===== src/design/dmb_defs.svh =====
`ifndef DMB_DEFS_SVH
`define DMB_DEFS_SVH

// banked special function register window
`define DMB_SFR_BANK_LO 8'h10
`define DMB_SFR_BANK_HI 8'h17
// end of the special function register area
`define DMB_SFR_TOP 8'h1F
// where the bank select register sits, unbanked
`define DMB_BSR_ADDR 8'h0F
`define DMB_BSR_RESET 4'h0
// one bit per peripheral bank: banks 0..3 present
`define DMB_PBANK_IMPL 16'h000F
// one bit per ram bank: banks 0..3 present
`define DMB_RBANK_IMPL 16'h000F
`define DMB_PBANK_RSVD 4'hF
`define DMB_NIB_LO 3:0
`define DMB_NIB_HI 7:4
`define DMB_ZERO_BYTE 8'h00
`define DMB_ZERO_NIB 4'h0

`endif


===== src/design/dmb_pkg.sv =====
package dmb_pkg;

    // one data memory access from the core
    typedef struct packed {
        logic rd;
        logic wr;
        logic [7:0] addr;
        logic [7:0] wdata;
    } dmb_req_s;

    // access as routed to registers or ram
    typedef struct packed {
        logic rd;
        logic wr;
        logic sfr;
        logic [3:0] bank;
        logic [7:0] addr;
        logic [7:0] wdata;
    } dmb_acc_s;

    typedef enum logic [1:0] {
        DMB_RD_TARGET = 2'b00,
        DMB_RD_ZERO = 2'b01,
        DMB_RD_BSR = 2'b10
    } dmb_rdsrc_e;

endpackage : dmb_pkg


===== src/design/dmb_nibble_reg.sv =====
`timescale 1ns/1ns
`include "dmb_defs.svh"

module dmb_nibble_reg #(
    parameter bit IMPL = 1'b1
) (
    input wire logic mclk_i,
    input wire logic sys_rst_i,
    input wire logic wr_i,
    input wire logic [3:0] wdata_i,
    input wire logic ld_i,
    input wire logic [3:0] lit_i,
    output logic [3:0] q_o
);

    logic [3:0] q;
    wire [3:0] next_q = ld_i ? lit_i : (wr_i ? wdata_i : q);

    generate
        if (IMPL) begin : g_impl
            always_ff @(posedge mclk_i) begin
                if (sys_rst_i) q <= `DMB_BSR_RESET;
                else q <= next_q;
            end
        end else begin : g_none
            // absent nibble: no storage, reads as zero
            always_comb q = `DMB_ZERO_NIB;
        end
    endgenerate

    assign q_o = q;

endmodule : dmb_nibble_reg


===== src/design/dmb_bank_select.sv =====
`timescale 1ns/1ns
`include "dmb_defs.svh"

module dmb_bank_select
    import dmb_pkg::*;
#(
    parameter bit LARGE = 1'b1
) (
    input wire logic mclk_i,
    input wire logic sys_rst_i,
    input wire dmb_req_s req_i,
    input wire logic load_peripheral_bank_literal_i,
    input wire logic load_ram_bank_literal_i,
    input wire logic [3:0] bank_literal_i,
    input wire logic [7:0] target_rdata_i,
    output dmb_acc_s acc_o,
    output logic [7:0] rd_data_o,
    output logic rd_valid_o,
    output logic wr_discard_o,
    output logic [7:0] bank_select_register_o
);

    logic [3:0] pbank;
    logic [3:0] rbank;
    dmb_acc_s acc;
    logic [7:0] rd_data;
    logic rd_valid;
    logic wr_discard;
    logic [7:0] bsr_q;
    logic acc_rd_pend;
    dmb_rdsrc_e rdsrc;
    dmb_rdsrc_e next_rdsrc;
    logic [7:0] next_rd_data;

    // address decode
    wire [7:0] addr = req_i.addr;
    wire is_bsr = addr == `DMB_BSR_ADDR;
    wire at_or_above_lo = addr >= `DMB_SFR_BANK_LO;
    wire at_or_below_hi = addr <= `DMB_SFR_BANK_HI;
    wire is_banked = at_or_above_lo && at_or_below_hi;
    wire is_sfr = addr <= `DMB_SFR_TOP;
    wire is_ram = !is_sfr;
    wire is_plain_sfr = is_sfr && !is_banked;

    // bank presence
    wire [15:0] pimpl_mask = `DMB_PBANK_IMPL;
    wire [15:0] rimpl_mask = `DMB_RBANK_IMPL;
    wire pbank_ok = pimpl_mask[pbank];
    wire pbank_rsvd = pbank == `DMB_PBANK_RSVD;
    wire rbank_ok = rimpl_mask[rbank];

    // absent banks read as zero; the reserved bank passes whatever answers
    wire banked_dead = is_banked && !pbank_ok && !pbank_rsvd;
    wire ram_dead = is_ram && !rbank_ok;
    wire any_dead = banked_dead || ram_dead;

    // writes never land in an absent or reserved bank
    wire banked_nowr = is_banked && (!pbank_ok || pbank_rsvd);
    wire drop_wr = req_i.wr && (banked_nowr || ram_dead);
    wire bsr_wr = req_i.wr && is_bsr;

    // unbanked sfr addresses carry bank zero whatever the peripheral bank
    wire [3:0] sfr_bank = is_plain_sfr ? `DMB_ZERO_NIB : pbank;
    wire [3:0] sel_bank = is_ram ? rbank : sfr_bank;

    // routed access
    wire acc_rd_ok = req_i.rd && !is_bsr && !any_dead;
    wire acc_wr_ok = req_i.wr && !is_bsr && !drop_wr;

    always_comb begin
        acc.rd = acc_rd_ok;
        acc.wr = acc_wr_ok;
        acc.sfr = is_sfr;
        acc.bank = sel_bank;
        acc.addr = addr;
        acc.wdata = req_i.wdata;
    end

    // source of the read answer, fixed when the request is taken
    always_comb begin
        next_rdsrc = DMB_RD_TARGET;
        if (is_bsr) begin
            next_rdsrc = DMB_RD_BSR;
        end else if (any_dead) begin
            next_rdsrc = DMB_RD_ZERO;
        end else begin
            next_rdsrc = DMB_RD_TARGET;
        end
    end

    // small variants ignore the ram bank load
    wire ld_rbank = load_ram_bank_literal_i && LARGE;

    // bank nibbles; the low one always exists, the high one only when large
    dmb_nibble_reg #(.IMPL(1'b1)) u_pbank (
        .mclk_i(mclk_i),
        .sys_rst_i(sys_rst_i),
        .wr_i(bsr_wr),
        .wdata_i(req_i.wdata[`DMB_NIB_LO]),
        .ld_i(load_peripheral_bank_literal_i),
        .lit_i(bank_literal_i),
        .q_o(pbank)
    );

    dmb_nibble_reg #(.IMPL(LARGE)) u_rbank (
        .mclk_i(mclk_i),
        .sys_rst_i(sys_rst_i),
        .wr_i(bsr_wr),
        .wdata_i(req_i.wdata[`DMB_NIB_HI]),
        .ld_i(ld_rbank),
        .lit_i(bank_literal_i),
        .q_o(rbank)
    );

    // bank select reads back the stored bits; the high nibble is zero when small
    wire [3:0] bsr_lo = pbank;
    wire [3:0] bsr_hi = rbank;
    wire [7:0] bsr_now = {bsr_hi, bsr_lo};

    // the target answers in the same cycle acc_o goes out, so the source is registered alongside acc_o
    always_comb begin
        case (rdsrc)
            DMB_RD_BSR: begin
                next_rd_data = bsr_q;
            end
            DMB_RD_ZERO: begin
                next_rd_data = `DMB_ZERO_BYTE;
            end
            DMB_RD_TARGET: begin
                next_rd_data = target_rdata_i;
            end
            default: begin
                next_rd_data = `DMB_ZERO_BYTE;
            end
        endcase
    end
    wire [7:0] rd_answer = acc_rd_pend ? next_rd_data : `DMB_ZERO_BYTE;

    // stage 1: route the access with the bank value held before this cycle
    always_ff @(posedge mclk_i) begin
        if (sys_rst_i) begin
            acc_o <= '0;
        end else begin
            acc_o <= acc;
        end
    end

    always_ff @(posedge mclk_i) begin
        if (sys_rst_i) begin
            rdsrc <= DMB_RD_TARGET;
        end else begin
            rdsrc <= next_rdsrc;
        end
    end

    always_ff @(posedge mclk_i) begin
        if (sys_rst_i) begin
            acc_rd_pend <= 1'b0;
        end else begin
            acc_rd_pend <= req_i.rd;
        end
    end

    always_ff @(posedge mclk_i) begin
        if (sys_rst_i) begin
            bsr_q <= `DMB_ZERO_BYTE;
        end else begin
            bsr_q <= bsr_now;
        end
    end

    // a dropped write is only flagged; status flags stay with the core
    always_ff @(posedge mclk_i) begin
        if (sys_rst_i) begin
            wr_discard <= 1'b0;
        end else begin
            wr_discard <= drop_wr;
        end
    end

    // stage 2: read answer back to the core
    always_ff @(posedge mclk_i) begin
        if (sys_rst_i) begin
            rd_data <= `DMB_ZERO_BYTE;
        end else begin
            rd_data <= rd_answer;
        end
    end

    always_ff @(posedge mclk_i) begin
        if (sys_rst_i) begin
            rd_valid <= 1'b0;
        end else begin
            rd_valid <= acc_rd_pend;
        end
    end

    // copy trails the register by one cycle
    always_ff @(posedge mclk_i) begin
        if (sys_rst_i) begin
            bank_select_register_o <= `DMB_ZERO_BYTE;
        end else begin
            bank_select_register_o <= bsr_now;
        end
    end

    assign rd_data_o = rd_data;
    assign rd_valid_o = rd_valid;
    assign wr_discard_o = wr_discard;

endmodule : dmb_bank_select


===== config.mk =====
export PLATFORM = sky130hd
export DESIGN_NAME = dmb_bank_select
export DESIGN_NICKNAME = d
export VERILOG_FILES = /design/src/design/dmb_pkg.sv /design/src/design/dmb_nibble_reg.sv /design/src/design/dmb_bank_select.sv
export VERILOG_INCLUDE_DIRS = /design/src /design/src/design
export SDC_FILE = /design/constraint.sdc
export NUM_CORES = 1
export LEC_CHECK = 0
export BUFFER_PORTS_ARGS = -buffer_cell sky130_fd_sc_hd__buf_4
export CAP_MARGIN = 30
export CORE_AREA = 2 2 80 82
export DETAILED_ROUTE_END_ITERATION = 8
export DIE_AREA = 0 0 82 84
export SLEW_MARGIN = 10
export SYNTH_ARGS = -nofsm -noshare
export SYNTH_HDL_FRONTEND = slang
export SYNTH_HIERARCHICAL = 1
export SYNTH_SLANG_ARGS = --single-unit

===== constraint.sdc =====
create_clock -name mclk_i -period 5.4 [get_ports mclk_i]
set_clock_uncertainty 0.05 [all_clocks]
set_input_delay 1.08 -clock mclk_i [delete_from_list [all_inputs] [get_ports mclk_i]]
set_output_delay 1.08 -clock mclk_i [all_outputs]
set_load 0.05 [all_outputs]

After elaboration in Yosys (flattened, before gate mapping)
Memory sizes are Yosys's and may differ from the RTL's. A register that Yosys moved wholly into a read port is not among the register bits.
Index checks and enable logic that the tools add are counted.
Word-level totals
  register bits after elaboration: 52
  input bits: 34
  logic and storage cells: 69
  memories: 2
  memory bits (read-only): 32
  output and inout bits: 41
Memories
  (name not given): words 16, bits a word 1, read ports 1, clocked after Yosys merged registers in 1, wr ports 0, RTL line dmb_bank_select.sv:50  | wire rbank_ok = rimpl_mask[rbank];
  (name not given): words 16, bits a word 1, read ports 1, clocked after Yosys merged registers in 1, wr ports 0, RTL line dmb_bank_select.sv:48  | wire pbank_ok = pimpl_mask[pbank];
Operators by class
  reductions and logical operators: 28
  muxes and demuxes: 15
  equality and inequality tests: 3
  order comparisons: 5
  bitwise operators: 1
Operators with widths (count)
  $mux 4: 10
  $le 8x5->1 const B: 2
  $pmux 8 s2: 1
  $logic_and 1x1->1: 12
  $lt 4x5->1 const B: 2
  $eq 8x4->1 const B: 1
  $ge 8x5->1 const B: 1
  $logic_not 1->1: 8
  $eq 4x4->1 const B: 1
  $reduce_bool 2->1: 2
  $reduce_or 2->1: 2
  $logic_or 1x1->1: 3
  $mux 1: 3
  $eq 2x2->1 const B: 1
  $logic_not 2->1: 1
  $mux 2: 1
  $not 1->1: 1

Depth between registers and ports, before layout
Gate-level depths: netlist of the first run.
  depth in word-level cells: 9
  depth in mapped cells: 6
  gate-level depth less buffers: 5

By module
The synthesis of the first run kept the hierarchy.
By module, submodules not included
  dmb_bank_select: area each 1388.8 sq um, sequential area each 880.8 sq um, cells each 120, times used 1
  dmb_nibble_reg: area each 190.2 sq um, sequential area each 80.1 sq um, cells each 18, times used 2

Least setup slack after synthesis of the first run
No wires, ideal clock.
  path type: input port to flip-flop
  start point: in req_i[15] (netlist bit)
  end point: reg u_pbank.q[0], in the netlist u_pbank/q_o[0]
  stages on the path: 6
  required time: 5.227 ns
  library setup time: 0.123 ns
  path buffers: 2
  arrival: 2.299 ns
  slack: 2.929 ns
  cells stage by stage: or3_1 buf_6 nor3_1 buf_6 mux2i_1 a211oi_1
Between the ends
  cells in the longest elaborated chain, start to end: 3
RTL lines
  start, declared: RTL line dmb_bank_select.sv:11  | input wire dmb_req_s req_i,
  $eq 8x4->1 (no source line)
  $logic_and 1x1->1: RTL line dmb_bank_select.sv:60  | wire bsr_wr = req_i.wr && is_bsr;
  named net bsr_wr: RTL line dmb_bank_select.sv:60
  $reduce_bool 2->1 (no source line)
  end signal, assigned: RTL line dmb_nibble_reg.sv:22  | if (sys_rst_i) q <= `DMB_BSR_RESET;
  end signal, assigned: RTL line dmb_nibble_reg.sv:23  | else q <= next_q;
  end, declared: RTL line dmb_nibble_reg.sv:16  | logic [3:0] q;
The timed path passes the listed nets, and every way through them passes these cells.
A chain may end at the register's enable or synchronous reset.

Final worst setup path of the first run
  start point: in req_i[15] (netlist bit)
  end point: reg u_pbank.q[3], in the netlist u_pbank/q_o[3]
Same word-level chain as after synthesis.

==> impl_metrics.toml, run 1 <==
[detailed_routing]
dr.pass1.iters = 4
drt-total-wl_mm = 3.73
first_iter_violations = 25
ant_nets = 0
wire_per_inst_um = 12.1
vias = 1316
via_per_inst = 4.27
drc = 0

[power]
p_per_area_nw_per_um2 = 321
ir_worst_vdd_mv = 0.158
leakagePower_uw = 0.00110

[place]
gp_congestion = 0.708
place_ws_ps = 2770
portBuffers = 74
hpwl_mm = 2.92
placed_area_sq_um = 2370

[synthesis]
synth-edff-count = 0
synthCells = 156
ys_seq_area_share_pct = 58.8
synth_area_sq_um = 1770
yosys_warnings = 6
synth.avg_cell_area_sq_um = 11.3
ys_ff_latch = 52
synth_nets = 190
synthArstFlopShare_pct = 0
synthFlopType = "dfxtp_1"
synth_cell_types = 24

[cts]
ctsHoldBuffers = 0
cts_buffers = 5
post_cts_buffers = 0
cts_tree = "yes"
path_clk_slew_ps = 90
cts_resized = 0
clock_path_buffers = 2
cts-root-buf = "clkbuf_8"
cts_max_level = 2
clk_latency_ps = 300
numClockSinks = 52

[outcome]
outcome = "finished clean"

[setup_path]
cp_max_fo = 8
cp_common_cell = "buf_4"
worstSetupPathType = "input pin to flip-flop"
crit_slowest_cell = "or3_1"
worstSetupEndpointType = "flip-flop"
cp_cell_sequence = "buf_4, or3_1, nor3_1, buf_4, mux2i_1, a211oi_1"
worst-path-buf-inv = 2
cp.arrival_ps = 2440
crit_required_ps = 5530
start_kind = "input pin"
max_stage_delay_ps = 510
crit_family = "simple AND/OR/NAND/NOR gates"

[grt]
grt_max_degree = 39
antenna_found_initial = 0
grt_pass1_wl_mm = 5.97
grtUsageTotal_pct = 11.3
overflow = 0
grt_pass1_vias = 1274

[sta]
final_hold_viol_count = 0
fin_crit_sh_pct = 42.8
drv_slew = 0
fin_ws_ps = 3090
relSlewSlack_pct = 69.1
tns_ps = 0
period_needed_ps = 2310
rsz0062_at_grt = "false"
setup_violations = 0
tightest_slew_ps = 460
maxClockFrequency_ghz = 0.433

[die]
die-area_sq_um = 6890
die_w_um = 82
die_h_um = 84
ios = 75
core_area_sq_um = 6100
initial_core_util_pct = 29.0
num_rows = 29

[cells_and_area]
drive_above_1_share_pct = 40.7
stdcell_area_sq_um = 2490
nets = 264
num_antenna_cells = 0
area_growth_pct = 40.5

[job]
drv_cap = 0

[hold_path]
min_path_type = "flip-flop to flip-flop"
[worst register-to-register path: cells and delay by family, from the launching register on]
family           cells  cell delay (ps)
AO/OA/AOI/OAI        1              100
flip-flops           1              380
AND/OR/NAND/NOR      3              590
[metal layers]
| layer | track usage [%] | share of wire [%] | vias to the layer above | routed length (um) |
|---|---|---|---|---|
| met5 | 0 | 0 | - | 0 |
| met4 | 3.18 | 0.99 | 0 | 37 |
| met3 | 4.22 | 8.3 | 5 | 311 |
| met2 | 17.7 | 46 | 47 | 1710 |
| met1 | 14.4 | 45 | 596 | 1670 |
| li1 | - | - | 668 | - |
[state kept, by name, summed over array words and instances (netlist names), 2 cells and up]
signal                  flops
rdsrc                       2
u_rbank/q_o                 4
bank_select_register_o      8
u_pbank/q_o                 4
rd_data_o                   8
acc_o                      23
[power breakdown]
part	leakage, uW	total [uW]	internal (uW)	switching (uW)
Sequential	0.000429	411	402	9.03
Clock	0.0000541	260	137	123
Combinational	0.000614	127	49.2	77.9
[layout make-up]
type | count | area [sq um]
sequential | 52 | 1040
fill | 634 | 3610
inverter | 4 | 15.0
timing repair buffer | 75 | 563
multi-input combinational | 92 | 659
tap | 77 | 96.3
clock buffer | 5 | 68.8
clock inverter | 3 | 42.5
[path summary, 6_finish.rpt]
kind,start,to,slack (ps),cells after the start
setup / recovery,req_i[15],u_pbank/q_o[3],3090,6
hold / removal,acc_rd_pend,rd_valid_o,420,1
setup reg to reg,u_pbank/q_o[2],acc_o[22],4220,4
hold reg to reg,acc_rd_pend,rd_valid_o,420,1
[layout by cell type, fill, tap and decap left out, types with 2 or more instances in the layout]
cell type,instances
and2b_1,10
buf_4,75
and2b_2,2
a22o_2,4
clkbuf_8,5
nor3_1,5
inv_1,4
mux2i_1,16
or2_2,2
nand4_1,2
a211oi_1,9
nor2_1,9
nor2b_1,24
dfxtp_1,52
[synthesized netlist by cell type, types with 3 or more instances]
cell type / n / area, sq um
nor2b_1: 24 / 150
dfxtp_1: 52 / 1040
buf_6: 3 / 33.8
nor3_1: 5 / 25.0
inv_1: 4 / 15.0
mux2i_1: 16 / 160
nor2_1: 9 / 33.8
a211oi_1: 9 / 67.6
and2b_1: 10 / 75.1
clkbuf_1: 4 / 15.0
a22o_2: 4 / 40.0
[cells by family after synthesis]
logic type	share of synthesized area, %
muxes	9.05
DFF	58.8
AOI/OAI and AO/OA	7.85
buffers and inverters	3.89
and+or+nand+nor	20.4
[through the flow]
stage	total power (uW)	util, %	hold slack [ps]	instances
after global routing	833	40.8	433	308
final	798	40.8	420	308
after detailed placement	549	39.0	409	300
after CTS	809	40.8	422	308
after global placement	548	39.0	410	300
after floorplan	498	-	395	156
No activity file was read; power rests on OpenSTA's default activity.
==> run 2: changes to the inputs <==
clock period = 2.26 ns   (was 5.4 ns; I/O delays follow)
==> impl_metrics.toml, run 2 (synthesis results as in run 1) <==
[sta]
rsz0062_at_grt = "false"
drv_slew = 0
tns_ps = 0
tightest_slew_ps = 463
fin_crit_sh_pct = 67.8
relSlewSlack_pct = 68.9
period_needed_ps = 1530
maxClockFrequency_ghz = 0.652
setup_violations = 0
final_hold_viol_count = 0
fin_ws_ps = 727

[cells_and_area]
fin_cells = 309
nets = 265
top_register = "acc_o"
final_cell_mix = "buf_4, dfxtp_1, nor2b_1, mux2i_1, and2b_1"
area_growth_pct = 40.7
drive_above_1_share_pct = 40.5
final_common_cell = "buf_4"
largest_register_ffs = 23
stdcell_area_sq_um = 2490
num_antenna_cells = 0

[setup_path]
worstSetupPathType = "input pin to flip-flop"
crit_family = "simple AND/OR/NAND/NOR gates"
crit_slowest_cell = "or3_1"
cp_common_cell = "buf_4"
max_stage_delay_ps = 380
worstSetupEndpointType = "flip-flop"
worst-path-buf-inv = 2
cp_max_fo = 8
cp.arrival_ps = 1690
start_kind = "input pin"
cp_cell_sequence = "buf_4, or3_1, nor3_1, buf_4, mux2i_1, a211oi_1"
crit_required_ps = 2420

[place]
place_ws_ps = 394
place_inst = 301
hpwl_mm = 2.92
placed_area_sq_um = 2380
portBuffers = 74
gp_congestion = 0.701

[cts]
clock_path_buffers = 2
post_cts_buffers = 0
cts_buffers = 5
numClockSinks = 52
cts_resized = 0
cts_max_level = 2
clk_latency_ps = 290
path_clk_slew_ps = 90
ctsHoldBuffers = 0
cts-root-buf = "clkbuf_8"
cts_tree = "yes"

[grt]
grtUsageTotal_pct = 11.5
grt_pass1_vias = 1254
overflow = 0
grt_pass1_wl_mm = 6.02
antenna_found_initial = 0
grt_max_degree = 39

[power]
leakagePower_uw = 0.00110
p_per_area_nw_per_um2 = 765
ir_worst_vdd_mv = 0.323
power_uw = 1900

[detailed_routing]
first_iter_violations = 34
vias = 1320
wire_per_inst_um = 12.3
via_per_inst = 4.27
drt-total-wl_mm = 3.79
ant_nets = 0
dr.pass1.iters = 4
drc = 0

[die]
die_w_um = 82
initial_core_util_pct = 29.0
die_h_um = 84
core_area_sq_um = 6100
num_rows = 29
die-area_sq_um = 6890
ios = 75

[job]
drv_cap = 0

[outcome]
outcome = "finished clean"

[hold_path]
min_path_type = "input pin to flip-flop"
[run 2: routing by layer]
layer	up-vias	wire [um]	global-route usage (%)
met3	2	313	4.00
met4	0	15	3.18
met5	-	0	0
met1	596	1700	14.9
met2	49	1760	17.9
li1	673	-	-
[run 2: where the power goes]
part / internal, uW / switching (uW) / leakage (uW)
Combinational: 118 / 187 / 0.000618
Clock: 329 / 288 / 0.0000552
Sequential: 961 / 21.8 / 0.000429
Total: 1410 / 496 / 0.00110
[run 2: per-stage QoR]
stage                     hold WS (ps)  utilization [%]
after CTS                          316             40.8
after floorplan                    395                -
after global placement             411             39.1
after global routing               311             40.8
after detailed placement           410             39.1
final                              323             40.8
[run 2: path summary, 6_finish.rpt]
path | start | end | slack [ps] | cells past startpoint
setup / recovery | req_i[15] | u_pbank/q_o[0] | 730 | 6
hold / removal | req_i[3] | acc_o[3] | 320 | 2
setup reg to reg | u_pbank/q_o[3] | acc_o[22] | 1090 | 4
hold reg to reg | acc_rd_pend | rd_valid_o | 420 | 1
[run 2: layout make-up]
cell class,count,area (sq um)
well taps,77,96.3
repair buffers,76,571
clock inverters,2,35.0
fillers,606,3610
multi-input cells,92,659
inverters,4,15.0
clock buffers,6,72.6
flip-flops and latches,52,1040
[run 2: worst reg2reg max path: stages (launching register included)]
cell     delay [ps]
dfxtp_1         380
or2_2           340
nand3_1         130
a31oi_1          90
nor2b_1         120
